### src/oled_cmd_pkg.sv
// Constants and types for the panel command decoder
package oled_cmd_pkg;

  // ==========================================================
  // Register byte offsets
  localparam logic [5:0] OFF_CMD = 6'h00;
  localparam logic [5:0] OFF_ADDR = 6'h04;
  localparam logic [5:0] OFF_WIN = 6'h08;
  localparam logic [5:0] OFF_DISP = 6'h0c;
  localparam logic [5:0] OFF_LEVEL = 6'h10;
  localparam logic [5:0] OFF_PULSE = 6'h14;
  localparam logic [5:0] OFF_BANK_LO = 6'h18;
  localparam logic [5:0] OFF_BANK_HI = 6'h1c;
  localparam logic [5:0] OFF_TIMING = 6'h20;
  localparam logic [5:0] OFF_ERR = 6'h24;

  // ==========================================================
  // Bus responses
  localparam logic [1:0] RESP_OKAY = 2'b00;
  localparam logic [1:0] RESP_SLVERR = 2'b10;

  // ==========================================================
  // Reset values and limits
  localparam logic [1:0] RST_ADDR_MODE = 2'b10;
  localparam logic [1:0] ADDR_MODE_BAD = 2'b11;
  localparam logic [7:0] RST_COL_END = 8'h83;
  localparam logic [7:0] COL_MAX = 8'h83;
  localparam logic [2:0] RST_PAGE_END = 3'h7;
  localparam logic [7:0] RST_LEVEL = 8'h80;
  localparam logic [5:0] RST_PW_BASE = 6'h31;
  localparam logic [5:0] RST_PW_COLOR = 6'h3f;
  localparam logic [5:0] PW_MIN = 6'h1f;
  localparam logic [5:0] RST_MUX = 6'h3f;
  localparam logic [5:0] MUX_MIN = 6'h0f;
  localparam logic [3:0] RST_OSC = 4'h7;
  localparam logic [3:0] RST_PRE = 4'h2;

  // ==========================================================
  // Opcodes with parameters
  localparam logic [7:0] OP_ADDR_MODE = 8'h20;
  localparam logic [7:0] OP_COL_WIN = 8'h21;
  localparam logic [7:0] OP_PAGE_WIN = 8'h22;
  localparam logic [7:0] OP_CONTRAST = 8'h81;
  localparam logic [7:0] OP_BRIGHT = 8'h82;
  localparam logic [7:0] OP_PULSE = 8'h91;
  localparam logic [7:0] OP_BANK_LO = 8'h92;
  localparam logic [7:0] OP_BANK_HI = 8'h93;
  localparam logic [7:0] OP_MUX = 8'ha8;
  localparam logic [7:0] OP_DIM = 8'hab;
  localparam logic [7:0] OP_SUPPLY = 8'had;
  localparam logic [7:0] OP_OFFSET = 8'hd3;
  localparam logic [7:0] OP_CLOCK = 8'hd5;
  localparam logic [7:0] OP_PRECHARGE = 8'hd9;
  localparam logic [7:0] OP_ROW_CFG = 8'hda;
  localparam logic [7:0] OP_AREA_MODE = 8'hd8;
  localparam logic [7:0] OP_DESELECT = 8'hdb;
  localparam logic [7:0] OP_SCROLL_AREA = 8'ha3;
  localparam logic [7:0] OP_VSCROLL_R = 8'h29;
  localparam logic [7:0] OP_VSCROLL_L = 8'h2a;

  // ==========================================================
  // Single-byte opcodes
  localparam logic [3:0] HI_COL_LO = 4'h0;
  localparam logic [3:0] HI_COL_HI = 4'h1;
  localparam logic [1:0] TOP_START_LINE = 2'b01;
  localparam logic [6:0] PAIR_SEG_REMAP = 7'h50;
  localparam logic [6:0] PAIR_ALL_ON = 7'h52;
  localparam logic [6:0] PAIR_INVERSE = 7'h53;
  localparam logic [4:0] TOP_PAGE_PTR = 5'h16;
  localparam logic [7:0] OP_DISP_DIM = 8'hac;
  localparam logic [7:0] OP_DISP_OFF = 8'hae;
  localparam logic [7:0] OP_DISP_ON = 8'haf;
  localparam logic [7:0] OP_SCAN_FWD = 8'hc0;
  localparam logic [7:0] OP_SCAN_REV = 8'hc8;
  localparam logic [7:0] OP_RMW_ENTER = 8'he0;
  localparam logic [7:0] OP_RMW_EXIT = 8'hee;

  // ==========================================================
  // Display power state
  typedef enum logic [1:0] {
    DISP_OFF = 2'b00,
    DISP_ON = 2'b01,
    DISP_DIM = 2'b10
  } disp_e;

endpackage : oled_cmd_pkg

### src/oled_panel_command_decoder.sv
// Command byte decoder for a passive-matrix panel controller, AXI4-Lite slave
// Notes on behaviour
// - Opcodes 00-1F load low or high nibble of page-mode column pointer.
// - Opcode 20 picks addressing mode; 10 at reset; 11 is refused.
// - Opcode 21 takes column window start and end, 0 to 131.
// - Opcode 22 takes page window start and end, 0 to 7.
// - Opcodes 40-7F load display start line from six low bits.
// - Opcode 81 sets base contrast, reset 80h.
// - Opcode 82 sets shared colour group brightness, reset 80h.
// - Opcode 91 takes four six-bit pulse widths; base and colour resets differ.
// - Opcodes 92 and 93 assign colours to groups 1-16 and 17-32.
// - A0 maps column 0 to first segment; A1 maps column 131 there.
// - A4/A5 follow RAM or light all; A6/A7 normal or inverse.
// - A8 sets multiplex ratio N+1; parameters 0 to 14 refused.
// - AB takes reserved byte, dim contrast, dim brightness.
// - AD bit 0 picks external supply or internal converter.
// - AE sleeps at reset; AF on normal; AC on dim.
// - B0-B7 load page-mode page start address.
// - C0 scans rows forward; C8 scans them in reverse.
// - D3 sets vertical shift 0 to 63, reset zero.
// - D5 low nibble divide ratio minus one, high nibble oscillator code.
// - D9 sets two pre-charge phases, reset 2, zero refused.
// - DA bit 4 alternative row order, bit 5 left/right remap.
// - E0 enters read-modify-write, EE leaves, E3 does nothing.
`timescale 1ns/1ps
module oled_panel_command_decoder #(
  parameter int ADDR_W = 6
) (
  // Clock and reset
  input wire logic clk,
  input wire logic rst,
  // Write address channel
  input wire logic s_axi_awvalid,
  output logic s_axi_awready,
  input wire logic [ADDR_W-1:0] s_axi_awaddr,
  // Write data channel
  input wire logic s_axi_wvalid,
  output logic s_axi_wready,
  input wire logic [31:0] s_axi_wdata,
  input wire logic [3:0] s_axi_wstrb,
  // Write response channel
  output logic s_axi_bvalid,
  input wire logic s_axi_bready,
  output logic [1:0] s_axi_bresp,
  // Read address channel
  input wire logic s_axi_arvalid,
  output logic s_axi_arready,
  input wire logic [ADDR_W-1:0] s_axi_araddr,
  // Read data channel
  output logic s_axi_rvalid,
  input wire logic s_axi_rready,
  output logic [31:0] s_axi_rdata,
  output logic [1:0] s_axi_rresp,
  // Panel state
  output logic [1:0] disp_mode
);

  // ==========================================================
  // Elaboration check
  if (ADDR_W < 6) begin : g_bad_addr
    $error("ADDR_W must be at least 6");
  end

  // ==========================================================
  // State
  typedef struct packed {
    logic awready;
    logic wready;
    logic bvalid;
    logic [1:0] bresp;
    logic aw_got;
    logic w_got;
    logic [5:0] waddr;
    logic [31:0] wdata;
    logic [3:0] wstrb;
    logic arready;
    logic rvalid;
    logic [1:0] rresp;
    logic [31:0] rdata;
    logic [7:0] op;
    logic [2:0] left;
    logic [2:0] idx;
    logic [3:0] col_lo;
    logic [3:0] col_hi;
    logic [1:0] addr_mode;
    logic [7:0] col_start;
    logic [7:0] col_end;
    logic [2:0] page_start;
    logic [2:0] page_end;
    logic [2:0] page_ptr;
    logic [5:0] start_line;
    logic [7:0] contrast;
    logic [7:0] bright;
    logic [7:0] dim_contrast;
    logic [7:0] dim_bright;
    logic [5:0] pw_base;
    logic [5:0] pw_a;
    logic [5:0] pw_b;
    logic [5:0] pw_c;
    logic [31:0] bank_lo;
    logic [31:0] bank_hi;
    logic seg_remap;
    logic all_on;
    logic inverse;
    logic [5:0] multiplex_ratio;
    logic vcc_int;
    oled_cmd_pkg::disp_e disp;
    logic scan_rev;
    logic [5:0] offset;
    logic [3:0] clk_div;
    logic [3:0] osc;
    logic [3:0] pre1;
    logic [3:0] pre2;
    logic com_alt;
    logic com_lr;
    logic rmw;
    logic bad;
  } state_s;

  state_s state_ff;
  state_s nxt_state;

  // Parameter bytes that follow each opcode; unsupported ones are still counted
  function automatic logic [2:0] param_count(input logic [7:0] op);
    logic [2:0] n;
    n = 3'd0;
    if (op == oled_cmd_pkg::OP_PULSE || op == oled_cmd_pkg::OP_BANK_LO || op == oled_cmd_pkg::OP_BANK_HI) begin
      n = 3'd4;
    end else if (op == oled_cmd_pkg::OP_VSCROLL_R || op == oled_cmd_pkg::OP_VSCROLL_L) begin
      n = 3'd5;
    end else if (op == oled_cmd_pkg::OP_DIM) begin
      n = 3'd3;
    end else if (op == oled_cmd_pkg::OP_COL_WIN || op == oled_cmd_pkg::OP_PAGE_WIN
                 || op == oled_cmd_pkg::OP_SCROLL_AREA) begin
      n = 3'd2;
    end else if (op == oled_cmd_pkg::OP_ADDR_MODE || op == oled_cmd_pkg::OP_CONTRAST
                 || op == oled_cmd_pkg::OP_BRIGHT || op == oled_cmd_pkg::OP_MUX
                 || op == oled_cmd_pkg::OP_SUPPLY || op == oled_cmd_pkg::OP_OFFSET
                 || op == oled_cmd_pkg::OP_CLOCK || op == oled_cmd_pkg::OP_PRECHARGE
                 || op == oled_cmd_pkg::OP_ROW_CFG || op == oled_cmd_pkg::OP_AREA_MODE
                 || op == oled_cmd_pkg::OP_DESELECT) begin
      n = 3'd1;
    end
    return n;
  endfunction : param_count

  // ==========================================================
  // Next state
  always_comb begin
    logic [7:0] b;
    b = state_ff.wdata[7:0];
    nxt_state = state_ff;

    // Bus handshakes
    if (state_ff.bvalid && s_axi_bready) begin
      nxt_state.bvalid = 1'b0;
    end
    if (state_ff.rvalid && s_axi_rready) begin
      nxt_state.rvalid = 1'b0;
    end
    if (state_ff.awready && s_axi_awvalid) begin
      nxt_state.aw_got = 1'b1;
      nxt_state.waddr = s_axi_awaddr[5:0];
    end
    if (state_ff.wready && s_axi_wvalid) begin
      nxt_state.w_got = 1'b1;
      nxt_state.wdata = s_axi_wdata;
      nxt_state.wstrb = s_axi_wstrb;
    end

    // Write commit, one cycle after both halves are held
    if (state_ff.aw_got && state_ff.w_got) begin
      nxt_state.aw_got = 1'b0;
      nxt_state.w_got = 1'b0;
      nxt_state.bvalid = 1'b1;
      nxt_state.bresp = oled_cmd_pkg::RESP_OKAY;
      if (state_ff.waddr == oled_cmd_pkg::OFF_ERR) begin
        if (state_ff.wstrb[0] && state_ff.wdata[0]) begin
          nxt_state.bad = 1'b0;
        end
      end else if (state_ff.waddr == oled_cmd_pkg::OFF_CMD) begin
        if (state_ff.wstrb[0] && state_ff.left == 3'd0) begin
          nxt_state.op = b;
          nxt_state.idx = 3'd0;
          nxt_state.left = param_count(b);
          if (b[7:4] == oled_cmd_pkg::HI_COL_LO) begin
            nxt_state.col_lo = b[3:0];
          end else if (b[7:4] == oled_cmd_pkg::HI_COL_HI) begin
            nxt_state.col_hi = b[3:0];
          end else if (b[7:6] == oled_cmd_pkg::TOP_START_LINE) begin
            nxt_state.start_line = b[5:0];
          end else if (b[7:1] == oled_cmd_pkg::PAIR_SEG_REMAP) begin
            nxt_state.seg_remap = b[0];
          end else if (b[7:1] == oled_cmd_pkg::PAIR_ALL_ON) begin
            nxt_state.all_on = b[0];
          end else if (b[7:1] == oled_cmd_pkg::PAIR_INVERSE) begin
            nxt_state.inverse = b[0];
          end else if (b == oled_cmd_pkg::OP_DISP_DIM) begin
            nxt_state.disp = oled_cmd_pkg::DISP_DIM;
          end else if (b == oled_cmd_pkg::OP_DISP_OFF) begin
            nxt_state.disp = oled_cmd_pkg::DISP_OFF;
          end else if (b == oled_cmd_pkg::OP_DISP_ON) begin
            nxt_state.disp = oled_cmd_pkg::DISP_ON;
          end else if (b[7:3] == oled_cmd_pkg::TOP_PAGE_PTR) begin
            nxt_state.page_ptr = b[2:0];
          end else if (b == oled_cmd_pkg::OP_SCAN_FWD) begin
            nxt_state.scan_rev = 1'b0;
          end else if (b == oled_cmd_pkg::OP_SCAN_REV) begin
            nxt_state.scan_rev = 1'b1;
          end else if (b == oled_cmd_pkg::OP_RMW_ENTER) begin
            nxt_state.rmw = 1'b1;
          end else if (b == oled_cmd_pkg::OP_RMW_EXIT) begin
            nxt_state.rmw = 1'b0;
          end
        end else if (state_ff.wstrb[0]) begin
          nxt_state.idx = state_ff.idx + 3'd1;
          nxt_state.left = state_ff.left - 3'd1;
          case (state_ff.op)
            oled_cmd_pkg::OP_ADDR_MODE: begin
              if (b[1:0] == oled_cmd_pkg::ADDR_MODE_BAD) begin
                nxt_state.bad = 1'b1;
              end else begin
                nxt_state.addr_mode = b[1:0];
              end
            end
            oled_cmd_pkg::OP_COL_WIN: begin
              if (b > oled_cmd_pkg::COL_MAX) begin
                nxt_state.bad = 1'b1;
              end else if (state_ff.idx == 3'd0) begin
                nxt_state.col_start = b;
              end else begin
                nxt_state.col_end = b;
              end
            end
            oled_cmd_pkg::OP_PAGE_WIN: begin
              if (state_ff.idx == 3'd0) begin
                nxt_state.page_start = b[2:0];
              end else begin
                nxt_state.page_end = b[2:0];
              end
            end
            oled_cmd_pkg::OP_CONTRAST: begin
              nxt_state.contrast = b;
            end
            oled_cmd_pkg::OP_BRIGHT: begin
              nxt_state.bright = b;
            end
            oled_cmd_pkg::OP_PULSE: begin
              // pulse widths; short codes flagged but kept
              if (b[5:0] < oled_cmd_pkg::PW_MIN) begin
                nxt_state.bad = 1'b1;
              end
              case (state_ff.idx[1:0])
                2'd0: nxt_state.pw_base = b[5:0];
                2'd1: nxt_state.pw_a = b[5:0];
                2'd2: nxt_state.pw_b = b[5:0];
                default: nxt_state.pw_c = b[5:0];
              endcase
            end
            oled_cmd_pkg::OP_BANK_LO: begin
              nxt_state.bank_lo[{state_ff.idx[1:0], 3'b000} +: 8] = b;
            end
            oled_cmd_pkg::OP_BANK_HI: begin
              nxt_state.bank_hi[{state_ff.idx[1:0], 3'b000} +: 8] = b;
            end
            oled_cmd_pkg::OP_MUX: begin
              if (b[5:0] < oled_cmd_pkg::MUX_MIN) begin
                nxt_state.bad = 1'b1;
              end else begin
                nxt_state.multiplex_ratio = b[5:0];
              end
            end
            oled_cmd_pkg::OP_DIM: begin
              if (state_ff.idx == 3'd1) begin
                nxt_state.dim_contrast = b;
              end else if (state_ff.idx == 3'd2) begin
                nxt_state.dim_bright = b;
              end
            end
            oled_cmd_pkg::OP_SUPPLY: begin
              nxt_state.vcc_int = b[0];
            end
            oled_cmd_pkg::OP_OFFSET: begin
              nxt_state.offset = b[5:0];
            end
            oled_cmd_pkg::OP_CLOCK: begin
              nxt_state.clk_div = b[3:0];
              nxt_state.osc = b[7:4];
            end
            oled_cmd_pkg::OP_PRECHARGE: begin
              if (b[3:0] == 4'h0 || b[7:4] == 4'h0) begin
                nxt_state.bad = 1'b1;
              end else begin
                nxt_state.pre1 = b[3:0];
                nxt_state.pre2 = b[7:4];
              end
            end
            oled_cmd_pkg::OP_ROW_CFG: begin
              nxt_state.com_alt = b[4];
              nxt_state.com_lr = b[5];
            end
            default: begin
            end
          endcase
        end
      end else if (state_ff.waddr[1:0] != 2'b00 || state_ff.waddr > oled_cmd_pkg::OFF_ERR) begin
        nxt_state.bresp = oled_cmd_pkg::RESP_SLVERR;
      end
    end
    // One write at a time: ready drops while a write is held or answered
    nxt_state.awready = !nxt_state.aw_got && !nxt_state.bvalid && !(state_ff.aw_got && state_ff.w_got);
    nxt_state.wready = !nxt_state.w_got && !nxt_state.bvalid && !(state_ff.aw_got && state_ff.w_got);

    // Read path
    if (state_ff.arready && s_axi_arvalid) begin
      nxt_state.rvalid = 1'b1;
      nxt_state.rresp = oled_cmd_pkg::RESP_OKAY;
      nxt_state.rdata = 32'h0000_0000;
      if (s_axi_araddr[5:0] == oled_cmd_pkg::OFF_CMD) begin
        nxt_state.rdata = {21'h00_0000, state_ff.left, state_ff.op};
      end else if (s_axi_araddr[5:0] == oled_cmd_pkg::OFF_ADDR) begin
        nxt_state.rdata = {19'h0_0000, state_ff.page_ptr, state_ff.col_hi, state_ff.col_lo, state_ff.addr_mode};
      end else if (s_axi_araddr[5:0] == oled_cmd_pkg::OFF_WIN) begin
        nxt_state.rdata = {5'h00, state_ff.page_end, 5'h00, state_ff.page_start,
                           state_ff.col_end, state_ff.col_start};
      end else if (s_axi_araddr[5:0] == oled_cmd_pkg::OFF_DISP) begin
        nxt_state.rdata = {14'h0000, state_ff.rmw, state_ff.com_lr, state_ff.com_alt, state_ff.scan_rev,
                           state_ff.vcc_int, state_ff.disp, state_ff.inverse, state_ff.all_on,
                           state_ff.seg_remap, 2'b00, state_ff.start_line};
      end else if (s_axi_araddr[5:0] == oled_cmd_pkg::OFF_LEVEL) begin
        nxt_state.rdata = {state_ff.dim_bright, state_ff.dim_contrast, state_ff.bright, state_ff.contrast};
      end else if (s_axi_araddr[5:0] == oled_cmd_pkg::OFF_PULSE) begin
        nxt_state.rdata = {2'b00, state_ff.pw_c, 2'b00, state_ff.pw_b, 2'b00, state_ff.pw_a,
                           2'b00, state_ff.pw_base};
      end else if (s_axi_araddr[5:0] == oled_cmd_pkg::OFF_BANK_LO) begin
        nxt_state.rdata = state_ff.bank_lo;
      end else if (s_axi_araddr[5:0] == oled_cmd_pkg::OFF_BANK_HI) begin
        nxt_state.rdata = state_ff.bank_hi;
      end else if (s_axi_araddr[5:0] == oled_cmd_pkg::OFF_TIMING) begin
        nxt_state.rdata = {state_ff.pre2, state_ff.pre1, state_ff.osc, state_ff.clk_div,
                           2'b00, state_ff.offset, 2'b00, state_ff.multiplex_ratio};
      end else if (s_axi_araddr[5:0] == oled_cmd_pkg::OFF_ERR) begin
        nxt_state.rdata = {31'h0000_0000, state_ff.bad};
      end else begin
        nxt_state.rresp = oled_cmd_pkg::RESP_SLVERR;
      end
    end
    nxt_state.arready = !nxt_state.rvalid && !(state_ff.arready && s_axi_arvalid);
  end

  // ==========================================================
  // Registers
  always_ff @(posedge clk) begin
    if (rst) begin
      nxt_state_reset();
    end else begin
      state_ff <= nxt_state;
    end
  end

  task automatic nxt_state_reset();
    state_ff <= '0;
    state_ff.addr_mode <= oled_cmd_pkg::RST_ADDR_MODE;
    state_ff.col_end <= oled_cmd_pkg::RST_COL_END;
    state_ff.page_end <= oled_cmd_pkg::RST_PAGE_END;
    state_ff.contrast <= oled_cmd_pkg::RST_LEVEL;
    state_ff.bright <= oled_cmd_pkg::RST_LEVEL;
    state_ff.pw_base <= oled_cmd_pkg::RST_PW_BASE;
    state_ff.pw_a <= oled_cmd_pkg::RST_PW_COLOR;
    state_ff.pw_b <= oled_cmd_pkg::RST_PW_COLOR;
    state_ff.pw_c <= oled_cmd_pkg::RST_PW_COLOR;
    state_ff.multiplex_ratio <= oled_cmd_pkg::RST_MUX;
    state_ff.osc <= oled_cmd_pkg::RST_OSC;
    state_ff.pre1 <= oled_cmd_pkg::RST_PRE;
    state_ff.pre2 <= oled_cmd_pkg::RST_PRE;
    state_ff.com_alt <= 1'b1;
  endtask : nxt_state_reset

  // ==========================================================
  // Outputs
  assign s_axi_awready = state_ff.awready;
  assign s_axi_wready = state_ff.wready;
  assign s_axi_bvalid = state_ff.bvalid;
  assign s_axi_bresp = state_ff.bresp;
  assign s_axi_arready = state_ff.arready;
  assign s_axi_rvalid = state_ff.rvalid;
  assign s_axi_rdata = state_ff.rdata;
  assign s_axi_rresp = state_ff.rresp;
  assign disp_mode = state_ff.disp;

endmodule : oled_panel_command_decoder

### config.mk
export PLATFORM = sky130hd
export DESIGN_NAME = oled_panel_command_decoder
export DESIGN_NICKNAME = d
export VERILOG_FILES = /design/src/oled_cmd_pkg.sv /design/src/oled_panel_command_decoder.sv
export SDC_FILE = /design/constraint.sdc
export NUM_CORES = 1
export LEC_CHECK = 0
export CAP_MARGIN = 5
export CORE_MARGIN = 1
export CORE_UTILIZATION = 45
export DETAILED_ROUTE_END_ITERATION = 16
export DONT_BUFFER_PORTS = 1
export PLACE_DENSITY_LB_ADDON = 0.3
export SYNTH_ARGS = -nofsm -noshare
export SYNTH_HDL_FRONTEND = slang
export SYNTH_SLANG_ARGS = --single-unit
### constraint.sdc
create_clock -name clk -period 2.4 [get_ports clk]
set_input_delay 0.24 -clock clk [delete_from_list [all_inputs] [get_ports clk]]
set_output_delay 0.24 -clock clk [all_outputs]
set_load 0.02 [all_outputs]
# [Yosys cells after proc, flatten, opt, wreduce, memory -nomap -nowiden]
# Cells that the tools add are included.
[classes] n_addsub=3 order_cmp=4 n_eq_ne=70 shifts=2 mux=56 n_bitwise=21 n_reduce_logical=86
[op_table] cell="2-to-1 mux 32 bit" n=9
[op_table] cell="== test 8 bit (second input constant)" n=34
[op_table] cell="AND reduction 7 bit" n=11
[op_table] cell="bitwise mux 32 bit" n=2
[op_table] cell="== test 8 x 6 -> 1 bit (second input constant)" n=8
[op_table] cell="AND reduction 6 bit" n=9
[op_table] cell="2-to-1 mux 2 bit" n=18
[op_table] cell="2-to-1 mux 35 bit" n=1
[op_table] cell="AND reduction 8 bit" n=4
[op_table] cell="variable shift 8 x 7 -> 32 bit (first input constant)" n=1
[op_table] cell="variable part select 8 x 7 -> 32 bit" n=1
[op_table] cell="== test 6 x 5 -> 1 bit (second input constant)" n=4
[op_table] cell="AND reduction 11 bit" n=2
[op_table] cell="== test 7 bit (second input constant)" n=3
[op_table] cell="inverter 1 bit" n=21
[op_table] cell="2-to-1 mux 1 bit" n=20
[op_table] cell="== test 6 bit (second input constant)" n=3
[op_table] cell="logical OR 1 bit" n=17
[op_table] cell="AND reduction 17 bit" n=1
[op_table] cell="!= test 3 bit (second input constant)" n=5
[op_table] cell="AND reduction 15 bit" n=1
[op_table] cell="AND reduction 14 bit" n=1
[op_table] cell="logical AND 1 bit" n=13
[op_table] cell="== test 6 x 4 -> 1 bit (second input constant)" n=2
[op_table] cell="33 further kinds" n=51
[word_totals] regBits=272 in_bits=55 output_inout_bits=43 word_cells=293

# [Logic depth before layout (Yosys ltp)]
[depth] depth_word=17 depth_mapped=10 ltp_nobuf=7

# [Least setup slack after synthesis]
# OpenSTA, ideal clock, no wires.
[synth_timing] path_kind="reg-to-reg" start="register state_ff[203] in the netlist's numbering" end="register state_ff[24] in the netlist's numbering" setup_ns=0.128 arrival_ns=2.095 path_slack_ns=0.177 stages_incl_launch_ff=10 period_less_slack_ns=2.223 path_cell_list="dfxtp_1 > inv_1 > ha_1 > and3b_1 > buf_6 > or3_1 > buf_4 > nor4_4 > mux2i_1 > nor2_1"
[synth_via] elab_chain_cells=4
[synth_rtl] item="from (decl)" line="oled_panel_command_decoder.sv:120" rtl="state_s state_ff;"
[synth_rtl] item="from (signal assigned)" line="oled_panel_command_decoder.sv:357" rtl="state_ff <= nxt_state;"
[synth_rtl] item="logical NOT 3 bit" line="oled_panel_command_decoder.sv:182" rtl="if (state_ff.wstrb[0] && state_ff.left == 3'd0) begin"
[synth_rtl] item="logical AND 1 bit" line="oled_panel_command_decoder.sv:182"
[synth_rtl] item="inverter 1 bit (no source line)"
[synth_rtl] item="AND reduction 6 bit (no source line)"
# Every way passes these cells.
# A chain may end at the register's enable or synchronous reset.

# [Final worst setup path]
[layout_timing] start="register state_ff[259] in the netlist's numbering" end="register state_ff[1] in the netlist's numbering"
[layout_via] elab_chain_cells=3
[layout_rtl] item="== test 8 bit (tied with other cells)" line="oled_panel_command_decoder.sv:210" rtl="end else if (b == oled_cmd_pkg::OP_RMW_ENTER) begin"
[layout_rtl] item="nonzero test 2 bit (no source line) / inverter 1 bit (equally long branches)"
[layout_rtl] item="AND reduction 17 bit (no source line)"
# Several ways; a longest one is shown, not always the timed one.

==> flow_summary.toml <==
[sta]
period_share = 0.966
fin_skew_ns = 0.0260
finalSetupViolations = 0
final.min_clock_period_ns = 2.32
hold_violations = 155
tns_ns = 0
slew_violations = 0
max_freq_mhz = 431
grt_setup_unrepaired = "no"
hold-worst-slack_ns = -0.223
slew_headroom = 0.513
worstMarginPinSlew_ns = 0.730

[power]
sequentialPowerShare = 0.480
ir_drop_v = 0.000653
sw_frac_of_total = 0.227
p_leak_uw = 0.00534
clockPowerShare = 0.474
p_int_uw = 7330
comb_power_share = 0.046
finalPower_uw = 9490
power.switching_uw = 2160
p_per_area_nw_per_um2 = 642

[hold_path]
hp-start = "rst"
hold_path.class = "input port to flip-flop"
whs_path_depth = 1
hold_end = "state_ff[38]$_SDFFE_PP0P_"

[clock_network]
root_buffer = "clkbuf_16"
clk_pin_slew_ns = 0.06
clock-sinks = 270
clk_path_buf_depth = 3
cts_buffers = 28
clkLatencyLatePin_ns = 0.56
cts_tree = "yes"
h-tree-depth = 1

[critical_path]
cp_slowest_cell = "dlygate4sd3_1"
cp-end-kind = "flip-flop"
slowest_delay_ns = 0.55
startpoint_type = "flip-flop"
r2r_slack_ns = 0.08
cp.required_ns = 2.85
r2r_cells = 7
r2r_end = "state_ff[1]$_SDFFE_PP0P_"
cp.arrival_ns = 2.77
worstReg2RegStart = "state_ff[259]$_SDFFE_PP0P_"
worstPathCellList = "buf_4 > inv_1 > a2111oi_0 > nand3_1 > mux2i_1 > nor2_1 > dlygate4sd3_1"
cp_max_fo = 10
crit_type = "flip-flop to flip-flop"

[layout]
syn2layout_area_growth_pct = 16.9
diodes = 0
drive_gt1_frac = 0.133
nets = 1550
nFillCells = 2480

[outcome]
violations = "hold timing"
status = "finished with violations"

[synthesis]
ys_ff_latch = 270
yosys-top-cells-area = "dfxtp_1, mux2i_1, nand2_1"
synth_warnings = 0
synth_compound_area_frac = 0.148
netlist_area_um2 = 12700
avgSynthCellArea_um2 = 8.76
synth_edf_count = 0
ys_async_sr_fraction = 0
synthAdderAreaFrac = 0.00791
synth_cell_type_count = 72
netlist.area_leader.share = 0.427
synth_commonest_cells = "dfxtp_1, nand2_1, mux2i_1"
synthMuxAreaShare = 0.132
synth.most_common_cell = "dfxtp_1"
synth-xor-area-share = 0.00277
synth_top_family_by_area = "simple AND/OR/NAND/NOR gates"
ys_seq_area_frac = 0.427
syn_inst = 1445
synth_area_leader_cell = "dfxtp_1"
synth_flop_cell = "dfxtp_1"
synth-simple-area-share = 0.217

[routing]
via_per_inst = 5.90
drc = 0
drt-total-wl_um = 39500
wire_per_inst_um = 20.9
vias = 11100
first_iter_violations = 1214
drtAntennaViolNets = 0
first_pass_iters = 5

[global_routing]
track_usage = 0.272
grt_start_max_net_pins = 219
antenna_found_initial = 0
grt_pass1_wl_um = 60600
gr-total-overflow = 0
grt_pass1_vias = 10500

[placed_design]
io_buffers = 0
gp_routability_congestion = 0.955
hpwlAfterDp_um = 26400

[floorplan]
dieWidth_um = 170
num_rows = 61
core_um2 = 27700
io_pins = 98
die_height_um = 170
start_util = 0.457
dieArea_um2 = 28800

[flow_run]
max_cap_viol_count = 0
[how the worst max path moves through the flow]
| stage | end | depth (start not counted) | startpoint | slack (ns) |
|---|---|---|---|---|
| detailed placement | state_ff[58]$_SDFFE_PP0P_ | 8 | state_ff[203]$_SDFFE_PP0P_ | 0.19 |
| global placement | state_ff[55]$_SDFFE_PP0P_ | 8 | state_ff[203]$_SDFFE_PP0P_ | 0.23 |
| global route | state_ff[1]$_SDFFE_PP0P_ | 7 | state_ff[259]$_SDFFE_PP0P_ | 0.02 |
| floorplan | state_ff[24]$_SDFFE_PP0P_ | 9 | state_ff[203]$_SDFFE_PP0P_ | 0.18 |
| CTS | state_ff[209]$_SDFFE_PP0P_ | 9 | state_ff[203]$_SDFFE_PP0P_ | 0.02 |
| finish | state_ff[1]$_SDFFE_PP0P_ | 7 | state_ff[259]$_SDFFE_PP0P_ | 0.08 |
[placed cells by master, fill, tap and decap left out, types with 5 or more instances in the layout]
master / synthesis / routed
nor3_4: 4 / 5
nor3_1: 23 / 22
o22ai_1: 8 / 8
nor2b_1: 10 / 10
or3_1: 14 / 14
a2bb2oi_1: 6 / 6
mux2i_1: 156 / 156
a221oi_1: 9 / 9
inv_1: 8 / 7
buf_4: 39 / 103
a22oi_1: 18 / 18
a21oi_1: 111 / 111
nand4_1: 10 / 10
and2_1: 21 / 21
ha_1: 8 / 7
a31oi_1: 15 / 15
nand2_1: 200 / 200
o21a_1: 7 / 7
nor4_1: 7 / 7
a21o_1: 7 / 7
o211ai_1: 12 / 12
nor2_1: 121 / 120
o221ai_1: 5 / 5
clkbuf_16: 0 / 28
and3_1: 7 / 7
a222oi_1: 14 / 14
a221o_1: 6 / 6
dlygate4sd3_1: 0 / 65
nor3_2: 9 / 9
clkbuf_1: 83 / 6
a311o_1: 5 / 5
dfxtp_1: 270 / 267
nand3_1: 76 / 76
clkinv_2: 0 / 6
mux2_2: 10 / 10
a211o_1: 6 / 6
clkbuf_8: 0 / 6
o21ai_0: 21 / 21
a211oi_1: 8 / 8
[cell families after synthesis]
logic type               Yosys count
AND/OR/NAND/NOR                  548
AO/OA/AOI/OAI                    281
flip-flops                       270
buffers and inverters            167
multiplexers                     166
adder cells (fa/ha/maj)            8
XOR/XNOR                           4
other                              1
[power by group through the flow]
stage	Sequential, µW	Clock [µW]	Combinational [µW]
global route	4560	4740	459
global placement	4660	0	376
finish	4560	4500	434
CTS	4560	4550	420
floorplan	4630	0	327
detailed placement	4660	0	378
[layer usage]
metal | routed length, µm | track usage | vias up | part of all wire
met5 | 0 | 0 | - | 0
met4 | 1380 | 0.0987 | 0 | 0.035
met3 | 3490 | 0.0576 | 104 | 0.088
met2 | 18100 | 0.436 | 480 | 0.46
met1 | 16600 | 0.359 | 5361 | 0.42
li1 | - | - | 5195 | -
[worst max-delay path: cells and delay by family, from the launching register on]
kind / cells / cell delay (ns)
AOI/OAI and AO/OA: 1 / 0.39
buffers and inverters: 3 / 0.96
DFF: 1 / 0.50
muxes: 1 / 0.16
and+or+nand+nor: 2 / 0.20
[flip-flops by register name, indices dropped and copies added (netlist names)]
name / flops
disp_mode: 2
s_axi_rvalid: 1
s_axi_arready: 1
s_axi_awready: 1
s_axi_rdata: 32
state_ff: 229
s_axi_bresp: 1
s_axi_wready: 1
s_axi_rresp: 1
s_axi_bvalid: 1
[metrics by stage]
stage	instance area, µm²	worst slack (ns)	cells	utilization	hold slack [ns]
2_1_floorplan	12700	0.177	1446	-	0.376
4_1_cts	14700	0.0233	1884	0.532	-0.251
6_report	14800	0.0819	1887	0.534	-0.223
3_5_place_dp	13100	0.193	1768	0.474	0.327
5_1_grt	14800	0.0164	1887	0.534	-0.252
3_3_place_gp	13100	0.227	1768	0.474	0.325
[repair_timing]
action	CTS	global route
gates resized for setup	0	12
endpoints found under the hold margin	222	156
setup endpoints to repair	0	9
hold buffers	64	1
setup buffers	0	2
[layout make-up]
class,instances,area [µm²],area share
Clock buffer,40,806,0.0545
Clock inverter,12,151,0.0102
Tap cell,378,473,0.0320
Inverter,8,30.0,0.00203
Sequential cell,270,5410,0.366
Multi-Input combinational cell,1009,6470,0.437
Timing Repair Buffer,170,1460,0.0984
Note: power is estimated with default switching activity, not from simulation.
